File: config.mk
export PLATFORM = sky130hd
export DESIGN_NAME = ffu_seq
export DESIGN_NICKNAME = d
export VERILOG_FILES = /design/src/logic/ffu_README_unused.sv /design/src/logic/ffu_pkg.sv /design/src/logic/ffu_flash_if.sv /design/src/logic/ffu_seq.sv /design/src/logic/ffu_flash.sv
export SDC_FILE = /design/constraint.sdc
export NUM_CORES = 2
export LEC_CHECK = 0
export ABC_AREA = 1
export BUFFER_PORTS_ARGS = -buffer_cell sky130_fd_sc_hd__buf_4
export CAP_MARGIN = 15
export CORE_MARGIN = 2
export CORE_UTILIZATION = 43
export CTS_CLUSTER_DIAMETER = 40
export DETAILED_ROUTE_END_ITERATION = 16
export SLEW_MARGIN = 20
export SYNTH_ARGS = -nofsm -noshare
export SYNTH_HDL_FRONTEND = slang
export SYNTH_SLANG_ARGS = --single-unit
export TNS_END_PERCENT = 20
File: constraint.sdc
create_clock -name clk_in -period 6.4 [get_ports clk_in]
set_input_delay 1.28 -clock clk_in [delete_from_list [all_inputs] [get_ports clk_in]]
set_output_delay 1.28 -clock clk_in [all_outputs]
set_load 0.1 [all_outputs]
File: src/logic/ffu_README_unused.sv
// holds no logic; keeps the design folder layout fixed
// assumes nothing of its surroundings
`timescale 1ns/100ps
`default_nettype none
`default_nettype wire

File: src/logic/ffu_pkg.sv
// flash update sequencer constants: register offsets, commands, timing, states
// assumes a 125 MHz core clock and an 8-bit register port behind the serial target
package ffu_pkg;
   // ----------------------------------------------------------------
   // register offsets
   // ----------------------------------------------------------------
   localparam logic [7:0] REG_FW_REV     = 8'h41;
   localparam logic [7:0] REG_FLASH_CTRL = 8'h60;
   localparam logic [7:0] REG_ERASE_KEY  = 8'h61;
   localparam logic [7:0] REG_ADDR_LSB   = 8'h62;
   localparam logic [7:0] REG_ADDR_MSB   = 8'h63;
   localparam logic [7:0] REG_FLASH_DATA = 8'h64;
   // ----------------------------------------------------------------
   // commands, keys and addresses
   // ----------------------------------------------------------------
   localparam logic [7:0] CMD_ENTER      = 8'hC1;
   localparam logic [7:0] CMD_DONE       = 8'h08;
   localparam logic [7:0] ERASE_KEY_VAL  = 8'hDB;
   localparam logic [7:0] FAIL_VAL       = 8'hFF;
   localparam logic [7:0] ERASED_VAL     = 8'hFF;
   localparam logic [7:0] CRC_POLY       = 8'h07;
   localparam logic [6:0] GLOBAL_ADDR    = 7'h7F;
   localparam logic [1:0] NORM_ADDR_HI   = 2'h1;
   // ----------------------------------------------------------------
   // timing
   // ----------------------------------------------------------------
   localparam int unsigned CLK_KHZ       = 125000;
   localparam int unsigned BOOT_MS       = 30;
   localparam int unsigned ERASE_MS      = 1000;
   localparam int unsigned BOOT_CYC      = BOOT_MS * CLK_KHZ;
   localparam int unsigned ERASE_CYC     = ERASE_MS * CLK_KHZ;
   localparam int unsigned ENTER_CYC     = 16;
   localparam int unsigned APP_BYTES_DEF = 256;
   // ----------------------------------------------------------------
   // sequencer states
   // ----------------------------------------------------------------
   typedef enum logic [2:0] {
      ST_BOOT   = 3'b000,
      ST_APP    = 3'b001,
      ST_ENTER  = 3'b010,
      ST_LOADER = 3'b011,
      ST_ERASE  = 3'b100,
      ST_PROG   = 3'b101,
      ST_CRC    = 3'b110
   } ffu_state_t;
endpackage

File: src/logic/ffu_flash_if.sv
// link between the sequencer and the application flash array
// assumes both ends share one clock
`timescale 1ns/100ps
`default_nettype none
interface ffu_flash_if #(parameter int AW = 8);
   logic          wr_en;
   logic [AW-1:0] wr_addr;
   logic [7:0]    wr_data;
   logic          erase;
   logic          busy;
   logic [AW-1:0] rd_addr;
   logic [7:0]    rd_data;
   modport ctrl (output wr_en, wr_addr, wr_data, erase, rd_addr, input busy, rd_data);
   modport mem  (input wr_en, wr_addr, wr_data, erase, rd_addr, output busy, rd_data);
endinterface
`default_nettype wire

File: src/logic/ffu_seq.sv
// firmware update sequencer of the serial register target
// assumes the serial framing is decoded outside into one-cycle register strobes
//
// Local design decisions: the address map and the address-and-strobe port.
`timescale 1ns/100ps
`default_nettype none
module ffu_seq #(
   parameter int unsigned BOOT_CYCLES  = ffu_pkg::BOOT_CYC,
   parameter int unsigned ERASE_CYCLES = ffu_pkg::ERASE_CYC,
   parameter int unsigned APP_BYTES    = ffu_pkg::APP_BYTES_DEF
) (
   input  wire logic       clk_in,
   input  wire logic       resetn_in,
   input  wire logic [3:0] addr_strap_pins_in,
   input  wire logic [6:0] dev_addr_in,
   input  wire logic [7:0] reg_addr_in,
   input  wire logic [7:0] wdata_in,
   input  wire logic       wr_in,
   input  wire logic       rd_in,
   output logic      [7:0] rdata_out,
   output logic            ack_out,
   output logic            loader_out,
   output logic            busy_out,
   output logic            fail_out
);
   import ffu_pkg::*;
   localparam int AW = $clog2(APP_BYTES);
   // check pass length: one read per byte, one pipeline stage, one closing cycle
   localparam int CRC_LEN = int'(APP_BYTES) + 2;

   ffu_flash_if #(.AW(AW)) fl ();
   ffu_flash #(.DEPTH(APP_BYTES), .AW(AW)) u_flash (
      .clk_in    (clk_in),
      .resetn_in (resetn_in),
      .fl        (fl)
   );

   function automatic logic [7:0] crc8(input logic [7:0] c, input logic [7:0] d);
      logic [7:0] x;
      x = c ^ d;
      for (int i = 0; i < 8; i++) begin
         x = x[7] ? ((x << 1) ^ CRC_POLY) : (x << 1);
      end
      return x;
   endfunction

   // ----------------------------------------------------------------
   // strap pins: three stages, accept when last two agree
   // ----------------------------------------------------------------
   logic [3:0] s1_r, s2_r, s3_r, strap_r, strap_nxt;
   always_comb begin
      strap_nxt = (s2_r == s3_r) ? s3_r : strap_r;
   end
   always_ff @(posedge clk_in) begin
      if (!resetn_in) begin
         s1_r    <= '0;
         s2_r    <= '0;
         s3_r    <= '0;
         strap_r <= '0;
      end else begin
         s1_r    <= addr_strap_pins_in;
         s2_r    <= s1_r;
         s3_r    <= s2_r;
         strap_r <= strap_nxt;
      end
   end

   // ----------------------------------------------------------------
   // sequencer
   // ----------------------------------------------------------------
   ffu_state_t  st_r, st_nxt;
   logic [31:0] tmr_r, tmr_nxt;
   logic        key_r, key_nxt;
   logic        fail_r, fail_nxt;
   logic [15:0] faddr_r, faddr_nxt;
   logic [7:0]  fwrev_r, fwrev_nxt;
   logic [7:0]  crc_r, crc_nxt;
   logic [AW:0] idx_r, idx_nxt;
   logic        vld_r, vld_nxt;
   logic [7:0]  rdata_nxt;
   logic        ack_nxt;
   logic [6:0]  norm_addr;
   logic        hit, in_app, in_ldr, fwr, erase_go;

   always_comb begin
      norm_addr = {NORM_ADDR_HI, strap_r, 1'b0};
      in_app    = (st_r == ST_APP) && (dev_addr_in == norm_addr);
      in_ldr    = (st_r == ST_LOADER || st_r == ST_PROG) && (dev_addr_in == GLOBAL_ADDR);
      hit       = in_app || in_ldr;
      fwr       = in_ldr && wr_in && st_r == ST_PROG && reg_addr_in == REG_FLASH_DATA;
      st_nxt    = st_r;
      tmr_nxt   = tmr_r + 32'h1;
      key_nxt   = key_r;
      fail_nxt  = fail_r;
      faddr_nxt = faddr_r;
      fwrev_nxt = fwrev_r;
      crc_nxt   = crc_r;
      idx_nxt   = idx_r;
      vld_nxt   = 1'b0;
      erase_go  = 1'b0;
      ack_nxt   = hit && (wr_in || rd_in);
      rdata_nxt = 8'h00;
      if (hit && rd_in) begin
         if (fail_r) begin
            rdata_nxt = FAIL_VAL;
         end else begin
            unique case (reg_addr_in)
               REG_FW_REV:   rdata_nxt = fwrev_r;
               REG_ADDR_LSB: rdata_nxt = faddr_r[7:0];
               REG_ADDR_MSB: rdata_nxt = faddr_r[15:8];
               default:      rdata_nxt = 8'h00;
            endcase
         end
      end
      unique case (st_r)
         ST_BOOT: begin
            if (tmr_r >= 32'(BOOT_CYCLES - 1)) begin
               st_nxt = ST_APP;
            end
         end
         ST_APP: begin
            tmr_nxt = '0;
            if (in_app && wr_in && !fail_r && reg_addr_in == REG_FLASH_CTRL && wdata_in == CMD_ENTER) begin
               st_nxt = ST_ENTER;
            end
         end
         ST_ENTER: begin
            key_nxt = 1'b0;
            if (tmr_r >= 32'(ENTER_CYC - 1)) begin
               st_nxt = ST_LOADER;
            end
         end
         ST_LOADER: begin
            tmr_nxt = '0;
            if (in_ldr && wr_in && reg_addr_in == REG_ERASE_KEY) begin
               key_nxt = (wdata_in == ERASE_KEY_VAL);
            end
            if (in_ldr && wr_in && reg_addr_in == REG_FLASH_CTRL && wdata_in == CMD_ENTER && key_r) begin
               st_nxt   = ST_ERASE;
               erase_go = 1'b1;
               key_nxt  = 1'b0;
            end
         end
         ST_ERASE: begin
            if (tmr_r >= 32'(ERASE_CYCLES - 1)) begin
               st_nxt = ST_PROG;
            end
         end
         ST_PROG: begin
            tmr_nxt = '0;
            if (in_ldr && wr_in && reg_addr_in == REG_ADDR_LSB) begin
               faddr_nxt[7:0] = wdata_in;
            end
            if (in_ldr && wr_in && reg_addr_in == REG_ADDR_MSB) begin
               faddr_nxt[15:8] = wdata_in;
            end
            if (fwr) begin
               faddr_nxt = faddr_r + 16'h1;
            end
            if (in_ldr && wr_in && reg_addr_in == REG_FLASH_CTRL && wdata_in == CMD_DONE) begin
               st_nxt  = ST_CRC;
               idx_nxt = '0;
               crc_nxt = 8'h00;
            end
         end
         ST_CRC: begin
            tmr_nxt = '0;
            vld_nxt = idx_r < (AW+1)'(APP_BYTES);
            if (vld_nxt) begin
               idx_nxt = idx_r + 1'b1;
            end
            if (vld_r) begin
               crc_nxt = crc8(crc_r, fl.rd_data);
               if (idx_r == (AW+1)'(1)) begin
                  fwrev_nxt = fl.rd_data;
               end
            end
            if (!vld_r && !vld_nxt) begin
               fail_nxt = (crc_r != 8'h00);
               st_nxt   = ST_BOOT;
            end
         end
         default: begin
            st_nxt = ST_BOOT;
         end
      endcase
   end

   // only bytes that land inside the application array reach the flash
   assign fl.wr_en   = fwr && ({1'b0, faddr_r} < 17'(APP_BYTES));
   assign fl.wr_addr = faddr_r[AW-1:0];
   assign fl.wr_data = wdata_in;
   assign fl.erase   = erase_go;
   assign fl.rd_addr = idx_r[AW-1:0];

   always_ff @(posedge clk_in) begin
      if (!resetn_in) begin
         st_r       <= ST_BOOT;
         tmr_r      <= '0;
         key_r      <= 1'b0;
         fail_r     <= 1'b0;
         faddr_r    <= '0;
         fwrev_r    <= '0;
         crc_r      <= '0;
         idx_r      <= '0;
         vld_r      <= 1'b0;
         rdata_out  <= '0;
         ack_out    <= 1'b0;
         loader_out <= 1'b0;
         busy_out   <= 1'b0;
         fail_out   <= 1'b0;
      end else begin
         st_r       <= st_nxt;
         tmr_r      <= tmr_nxt;
         key_r      <= key_nxt;
         fail_r     <= fail_nxt;
         faddr_r    <= faddr_nxt;
         fwrev_r    <= fwrev_nxt;
         crc_r      <= crc_nxt;
         idx_r      <= idx_nxt;
         vld_r      <= vld_nxt;
         rdata_out  <= rdata_nxt;
         ack_out    <= ack_nxt;
         loader_out <= (st_nxt == ST_LOADER || st_nxt == ST_PROG || st_nxt == ST_ERASE);
         busy_out   <= (st_nxt == ST_BOOT || st_nxt == ST_ENTER || st_nxt == ST_ERASE || st_nxt == ST_CRC);
         fail_out   <= fail_nxt;
      end
   end
endmodule // ffu_seq
`default_nettype wire

File: src/logic/ffu_flash.sv
// application flash array: byte write, synchronous read, whole-array erase
// assumes the sequencer never writes while an erase is running
`timescale 1ns/100ps
`default_nettype none
module ffu_flash #(
   parameter int DEPTH = 256,
   parameter int AW    = 8
) (
   input  wire logic  clk_in,
   input  wire logic  resetn_in,
   ffu_flash_if.mem   fl
);
   import ffu_pkg::*;
   logic [7:0]    mem_r [DEPTH];
   logic          busy_r, busy_nxt;
   logic [AW-1:0] cnt_r, cnt_nxt;
   logic [7:0]    rd_r;

   // ----------------------------------------------------------------
   // erase walker
   // ----------------------------------------------------------------
   always_comb begin
      busy_nxt = busy_r;
      cnt_nxt  = cnt_r;
      if (fl.erase && !busy_r) begin
         busy_nxt = 1'b1;
         cnt_nxt  = '0;
      end else if (busy_r) begin
         cnt_nxt = cnt_r + 1'b1;
         if (cnt_r == AW'(DEPTH - 1)) begin
            busy_nxt = 1'b0;
         end
      end
   end

   always_ff @(posedge clk_in) begin
      if (!resetn_in) begin
         busy_r <= 1'b0;
         cnt_r  <= '0;
      end else begin
         busy_r <= busy_nxt;
         cnt_r  <= cnt_nxt;
      end
   end

   always_ff @(posedge clk_in) begin
      if (busy_r) begin
         mem_r[cnt_r] <= ERASED_VAL;
      end else if (fl.wr_en) begin
         mem_r[fl.wr_addr] <= fl.wr_data;
      end
      rd_r <= mem_r[fl.rd_addr];
   end

   assign fl.busy    = busy_r;
   assign fl.rd_data = rd_r;
endmodule // ffu_flash
`default_nettype wire

**Word level (Yosys, flattened, before mapping)**

Memory sizes are Yosys's and may differ from the RTL's. A register that Yosys moved wholly into a read port is not among the register bits.
Index checks and enable logic that the tools add are counted.
Widths: inputs -> output; s select.

- Register bits after elaboration: 115
- Memory bits (writable): 2,048
- Output and inout bits: 12
- Logic and storage cells: 164
- Memories kept: 1

Memory list:

| memory | words | bits a word | rd ports | clocked after memory_dff | wr ports | line | text |
|---|---|---|---|---|---|---|---|
| u_flash.mem_r | 256 | 8 | 1 | 1 | 1 | ffu_flash.sv:14 | `logic [7:0] mem_r [DEPTH];` |

- $add $sub $neg: 4
- Order comparisons: 5
- Equality and inequality tests: 29
- Mux-type cells: 43
- Bitwise operators: 10
- Reduce and logical (&&, ||, !) cells: 52

Operator list:

| cell | count |
|---|---|
| $mux 8 | 7 |
| $eq 8x7->1 const B | 6 |
| $mux 3 | 15 |
| $add 32x1->32 const B | 1 |
| $ge 32x22->1 const B | 1 |
| $ge 32x27->1 const B | 1 |
| $ge 32x4->1 const B | 1 |
| $eq 8x8->1 const B | 3 |
| $not 3->3 | 8 |
| $pmux 8 s3 | 1 |
| $logic_and 1x1->1 | 21 |
| $pmux 3 s7 | 1 |
| $eq 3x3->1 const B | 6 |
| $mux 9 | 2 |
| $pmux 9 s2 | 1 |
| $add 16x1->16 const B | 1 |
| $lt 16x9->1 const B | 1 |
| $mux 16 | 1 |
| $pmux 8 s2 | 1 |
| $mux 1 | 13 |
| $eq 3x2->1 const B | 4 |
| $reduce_and 2->1 | 6 |
| $add 9x1->9 const B | 1 |
| $eq 9x1->1 const B | 1 |
| 22 further kinds | 39 |

**Longest topological paths before layout**

- Depth in word-level cells: 19
- Depth in mapped cells: 20
- Mapped depth without buffers: 17

**Modules after synthesis**

From an unflattened synthesis, not the netlist that was laid out.

- Cells, all modules: 8,005
- Area, all modules: 89,898.7 um^2

By module, submodules not included:

| module | instances | cells an instance | area an instance (um^2) |
|---|---|---|---|
| ffu_flash | 1 | 7,089 | 83,832.9 |
| ffu_seq | 1 | 916 | 6,065.8 |

**Worst setup path after synthesis**

No wires, ideal clock.

- Path kind: input port to flip-flop
- Start point: in reg_addr_in[7]
- End point: mem u_flash.mem_r[0][0], data pin
- Library setup time: 0.821 ns
- Arrival time: 4.958 ns
- Slack: 0.621 ns
- Stages on the path: 8
- Path buffers: 0
- Cells stage by stage: inv_1 > nand2_1 > nor3_1 > nand3_1 > nor3_1 > nand3_1 > inv_1 > nand2_1

- Word-level cells in the longest chain between the ends: 8

RTL lines:

| element | line | text |
|---|---|---|
| from (decl) | ffu_seq.sv:16 | `input wire logic [7:0] reg_addr_in,` |
| $eq 8x7->1 | ffu_seq.sv:90 | `fwr = in_ldr && wr_in && st_r == ST_PROG && reg_addr_in == REG_FLASH_DATA;` |
| $logic_and 1x1->1 | ffu_seq.sv:90 |  |
| $logic_and 1x1->1 | ffu_seq.sv:190 | `assign fl.wr_en = fwr && ({1'b0, faddr_r} < 17'(APP_BYTES));` |
| $mux 1 | ffu_flash.sv:49 | `end else if (fl.wr_en) begin` |
| $mux 1 | ffu_flash.sv:47 | `if (busy_r) begin` |
| $mux 1 (implied by the code) | ffu_flash.sv:50 | `mem_r[fl.wr_addr] <= fl.wr_data;` |
| $reduce_or 8->1 (no line) | -- |  |
| $mux 8 (no line) | -- |  |
| to (decl) | ffu_flash.sv:14 |  |

Every way passes these cells.

**Worst setup path after layout**

- Start point: in reg_addr_in[7]
- End point: mem u_flash.mem_r[5][4] (enable)

- Word-level cells in the longest chain between the ends: 8
- Elaborated cells between the ends (all ways): 9

RTL lines:

| element | line |
|---|---|
| $eq 8x7->1 (*) | ffu_seq.sv:90 |
| $logic_and 1x1->1 (*) | ffu_seq.sv:90 |
| $logic_and 1x1->1 (*) | ffu_seq.sv:190 |
| $mux 1 (*) | ffu_flash.sv:49 |
| $mux 1 (*) | ffu_flash.sv:47 |
| $mux 1 (implied by the code) (*) | ffu_flash.sv:50 |
| $reduce_or 8->1 (no line) | -- |
| $mux 8 (no line) / $mux 1 (equally long branches) | -- |

Mark *: on every way between the ends. The rest lies on a longest branch, timed or not.

==> summary.md <==
| Metric | Value |
|---|---|
| Number of global-route vias before repair | 61800 |
| Site row count | 169 |
| Most frequent cells in the layout | nand2_1, edfxtp_1, nor2_1 |
| Psw | 0.00649 W |
| # H-tree levels | 5 |
| Syn_area_per_cell | 10.5 µm² |
| Final WL | 267000 µm |
| Worst Path Required | just under 7 ns |
| Arrival @ worst endpoint | 5.09 ns |
| First-pass GRT wire length | a little under 400000 µm |
| Remaining global-route overflow | 0 |
| HP Class | flip-flop to flip-flop |
| Power density over the cells | 304 nW/µm² |
| Die area | between 200000 and 250000 µm² |
| Final-report max-slew violation count | 0 |
| Commonest non-fill, non-tap cell in the layout | nand2_1 |
| Final setup fails | 0 |
| Synth warnings | 0 |
| Vias per cell | 5.43 |
| RSZ-0062 raised after global routing | no |
| Vias post-DR | around 64000 |
| Fmax | 220 MHz |
| Detailed Route Iter0 Violations | 7549 |
| Num CTS Buffers | around 300 |
| Resized Gates After CTS | 0 |
| CP Class | primary input to flip-flop |
| CTS root buf | clkbuf_16 |
| RD Place Congestion | 0.948 |
| P_int | 0.0254 W |
| Layout Cells excl Fill | 11800 |
| Synthesized net count | 8782 |
| Clock share of power | between 50% and 60% |
| Crit share post-route | 71.0% |
| DRT Pass-1 Iters | 12 |
| Core area | 212000 µm² |
| Worst skew pair latency | 0.94 ns |
| Share of cells above drive strength 1 | 8.21% |
| Sequential area share after synthesis | 69.8% |
| Netlist Area Pre-Place | 91700 µm² |
| Hold_buf cts | 0 |
| Port Buffer Count | 42 |
| Worst-path clk slew | 0.05 ns |
| Combinational power share | 0.2% |
| Synth Instances | approximately 9000 |
| Setup TNS | 0 ns |
| P&R area growth vs syn | 14.5% |
| Chip Width | about 470 µm |
| TritonCTS clock tree | done |
| Worst slew pin tran | 1.33 ns |
| Die Span Y | 466 µm |
| Fill cell count | ~19000 |
| P_leak | roughly 43 nW |
| # DRC | 11 |
| Worst Skew | 0.0442 ns |
| Distinct cells, synth | 47 |
| Worst Setup Start Kind | primary input |
| Sequential share of power | 48.0% |
| Crit Path Max Fanout | 8 |
| Failing checks | DRC |
| DPL Wire Length | 154000 µm |
| Post-Place Cells | 11300 |
| Initial Util | 43.2% |
| Bufs on Longest Clock Path | 4 |
| Max IR drop VDD | 0.258 mV |
| Post-CTS Setup Inserts | 0 |
| Largest net degree at the start of global routing | 163 |
| Total track usage | 24.2% |
| Max Cap Viol | 0 |
| Rel. slew slack | 11.4% |
| # nets final | 8778 |
| Initial antenna violation count | 4 |
| Final hold violation count | 0 |
| Fin crit period | 4.55 ns |
| Post-DR wirelength/cell | 22.7 µm |
| Switching share of power | 20.3% |
| CTS sink cnt | 2171 |
| Final ANT Viol Nets | 0 |
| Synth Register Bits | between 2000 and 2500 |
| Final core occ | 49.5% |
| Status | complete, but fails checks |
| Top-Level Pins | 43 |
| Worst Setup End Kind | flip-flop |
[area by class of cell]
type                       instances  area [µm²]  area share [%]
antenna                            1        2.50         0.00238
clock buffer                     342        7950            7.58
clock inverter                   189        2030            1.93
inverter                         585        2220            2.11
multi-input combinational       5516       23700            22.6
sequential                      2171       64000            60.9
tap                             2821        3530            3.36
timing repair buffer             164        1570            1.49
[per-stage QoR]
step | worst slack, ns | hold slack [ns] | cell area (µm²) | total power (W)
after detailed placement | 0.960 | 0.401 | 95000 | 0.0157
after CTS | 1.96 | 0.419 | 105000 | 0.0321
after global routing | 1.75 | 0.452 | 105000 | 0.0327
final | 1.85 | 0.418 | 105000 | 0.0319
after global placement | 0.997 | 0.396 | 95000 | 0.0157
after floorplan | 0.621 | 0.390 | 91700 | 0.0156
[cell usage after synthesis, drive strengths merged]
library cell | count | area, µm²
a21boi | 1 | 7.51
ha | 5 | 62.6
o221ai | 5 | 43.8
nor4 | 14 | 103
a211oi | 3 | 22.5
buf | 146 | 669
nor2 | 1660 | 6280
nand3b | 3 | 22.5
edfxtp | 2048 | 61500
a41oi | 6 | 52.6
o21ai | 734 | 3690
o211ai | 84 | 631
xnor2 | 11 | 96.3
a31oi | 5 | 31.3
inv | 578 | 2170
dfxtp | 123 | 2460
clkbuf | 328 | 1230
a21oi | 107 | 536
o21a | 3 | 22.5
and3 | 5 | 31.3
nor3 | 44 | 220
or2 | 14 | 87.6
nor3b | 4 | 30.0
a21o | 1 | 7.51
o22ai | 5 | 31.3
nand3 | 617 | 3150
and2 | 1 | 6.26
a221oi | 1 | 8.76
xor2 | 29 | 254
clkinv | 7 | 26.3
nand2 | 2138 | 8080
nand4 | 16 | 115
[per-layer routing]
layer / share of wire [%] / wire, µm / global-route usage, %
met5: 0 / 0 / 0
met4: 3.1 / 8250 / 8.17
met3: 9.5 / 25300 / 5.52
met2: 46 / 123000 / 38.1
met1: 41 / 110000 / 33.0
[cells by family after synthesis]
group / Yosys count / synth area share (%)
AO/OA/AOI/OAI: 955 / 5.54
XOR/XNOR: 40 / 0.382
adder cells (fa/ha/maj): 5 / 0.0682
buffers and inverters: 1059 / 4.47
flip-flops: 2171 / 69.8
AND/OR/NAND/NOR: 4516 / 19.8
[sequential cells by signal, indices dropped and copies added (netlist names), 8 cells and up]
name and count:
u_flash.cnt_r 8, u_flash.fl.rd_data 8, tmr_r 32, idx_r 9, rdata_out 8, crc_r 8, fwrev_r 8, faddr_r 16
u_flash.mem_r 2048
[path summary, 6_finish.rpt]
path              depth (start not counted)            from  slack, ns                   to
hold / removal                            2         s1_r[1]       0.42              s2_r[1]
setup / recovery                         12  reg_addr_in[7]       1.85  u_flash.mem_r[5][4]
setup reg to reg                         10         st_r[0]       2.21  u_flash.mem_r[5][4]
hold reg to reg                           2         s1_r[1]       0.42              s2_r[1]
[power groups by stage]
stage,registers [W],clock network (W),logic (W)
2_1_floorplan,0.0156,0,0.0000335
5_1_grt,0.0153,0.0173,0.0000788
3_5_place_dp,0.0156,0,0.0000697
3_3_place_gp,0.0156,0,0.0000701
4_1_cts,0.0153,0.0167,0.0000702
6_report,0.0153,0.0165,0.0000705
[worst max-delay path, stage by stage]
cell	delay (ns)
buf_4	0.11
inv_1	0.06
nand2_1	0.07
nor3_1	0.20
nand3_1	0.26
nor3_1	0.56
nand3_1	0.31
o21ai_2	0.49
nand3_2	0.56
buf_4	0.41
buf_4	0.23
nor2_1	0.53
(Power assumes the default switching activity.)
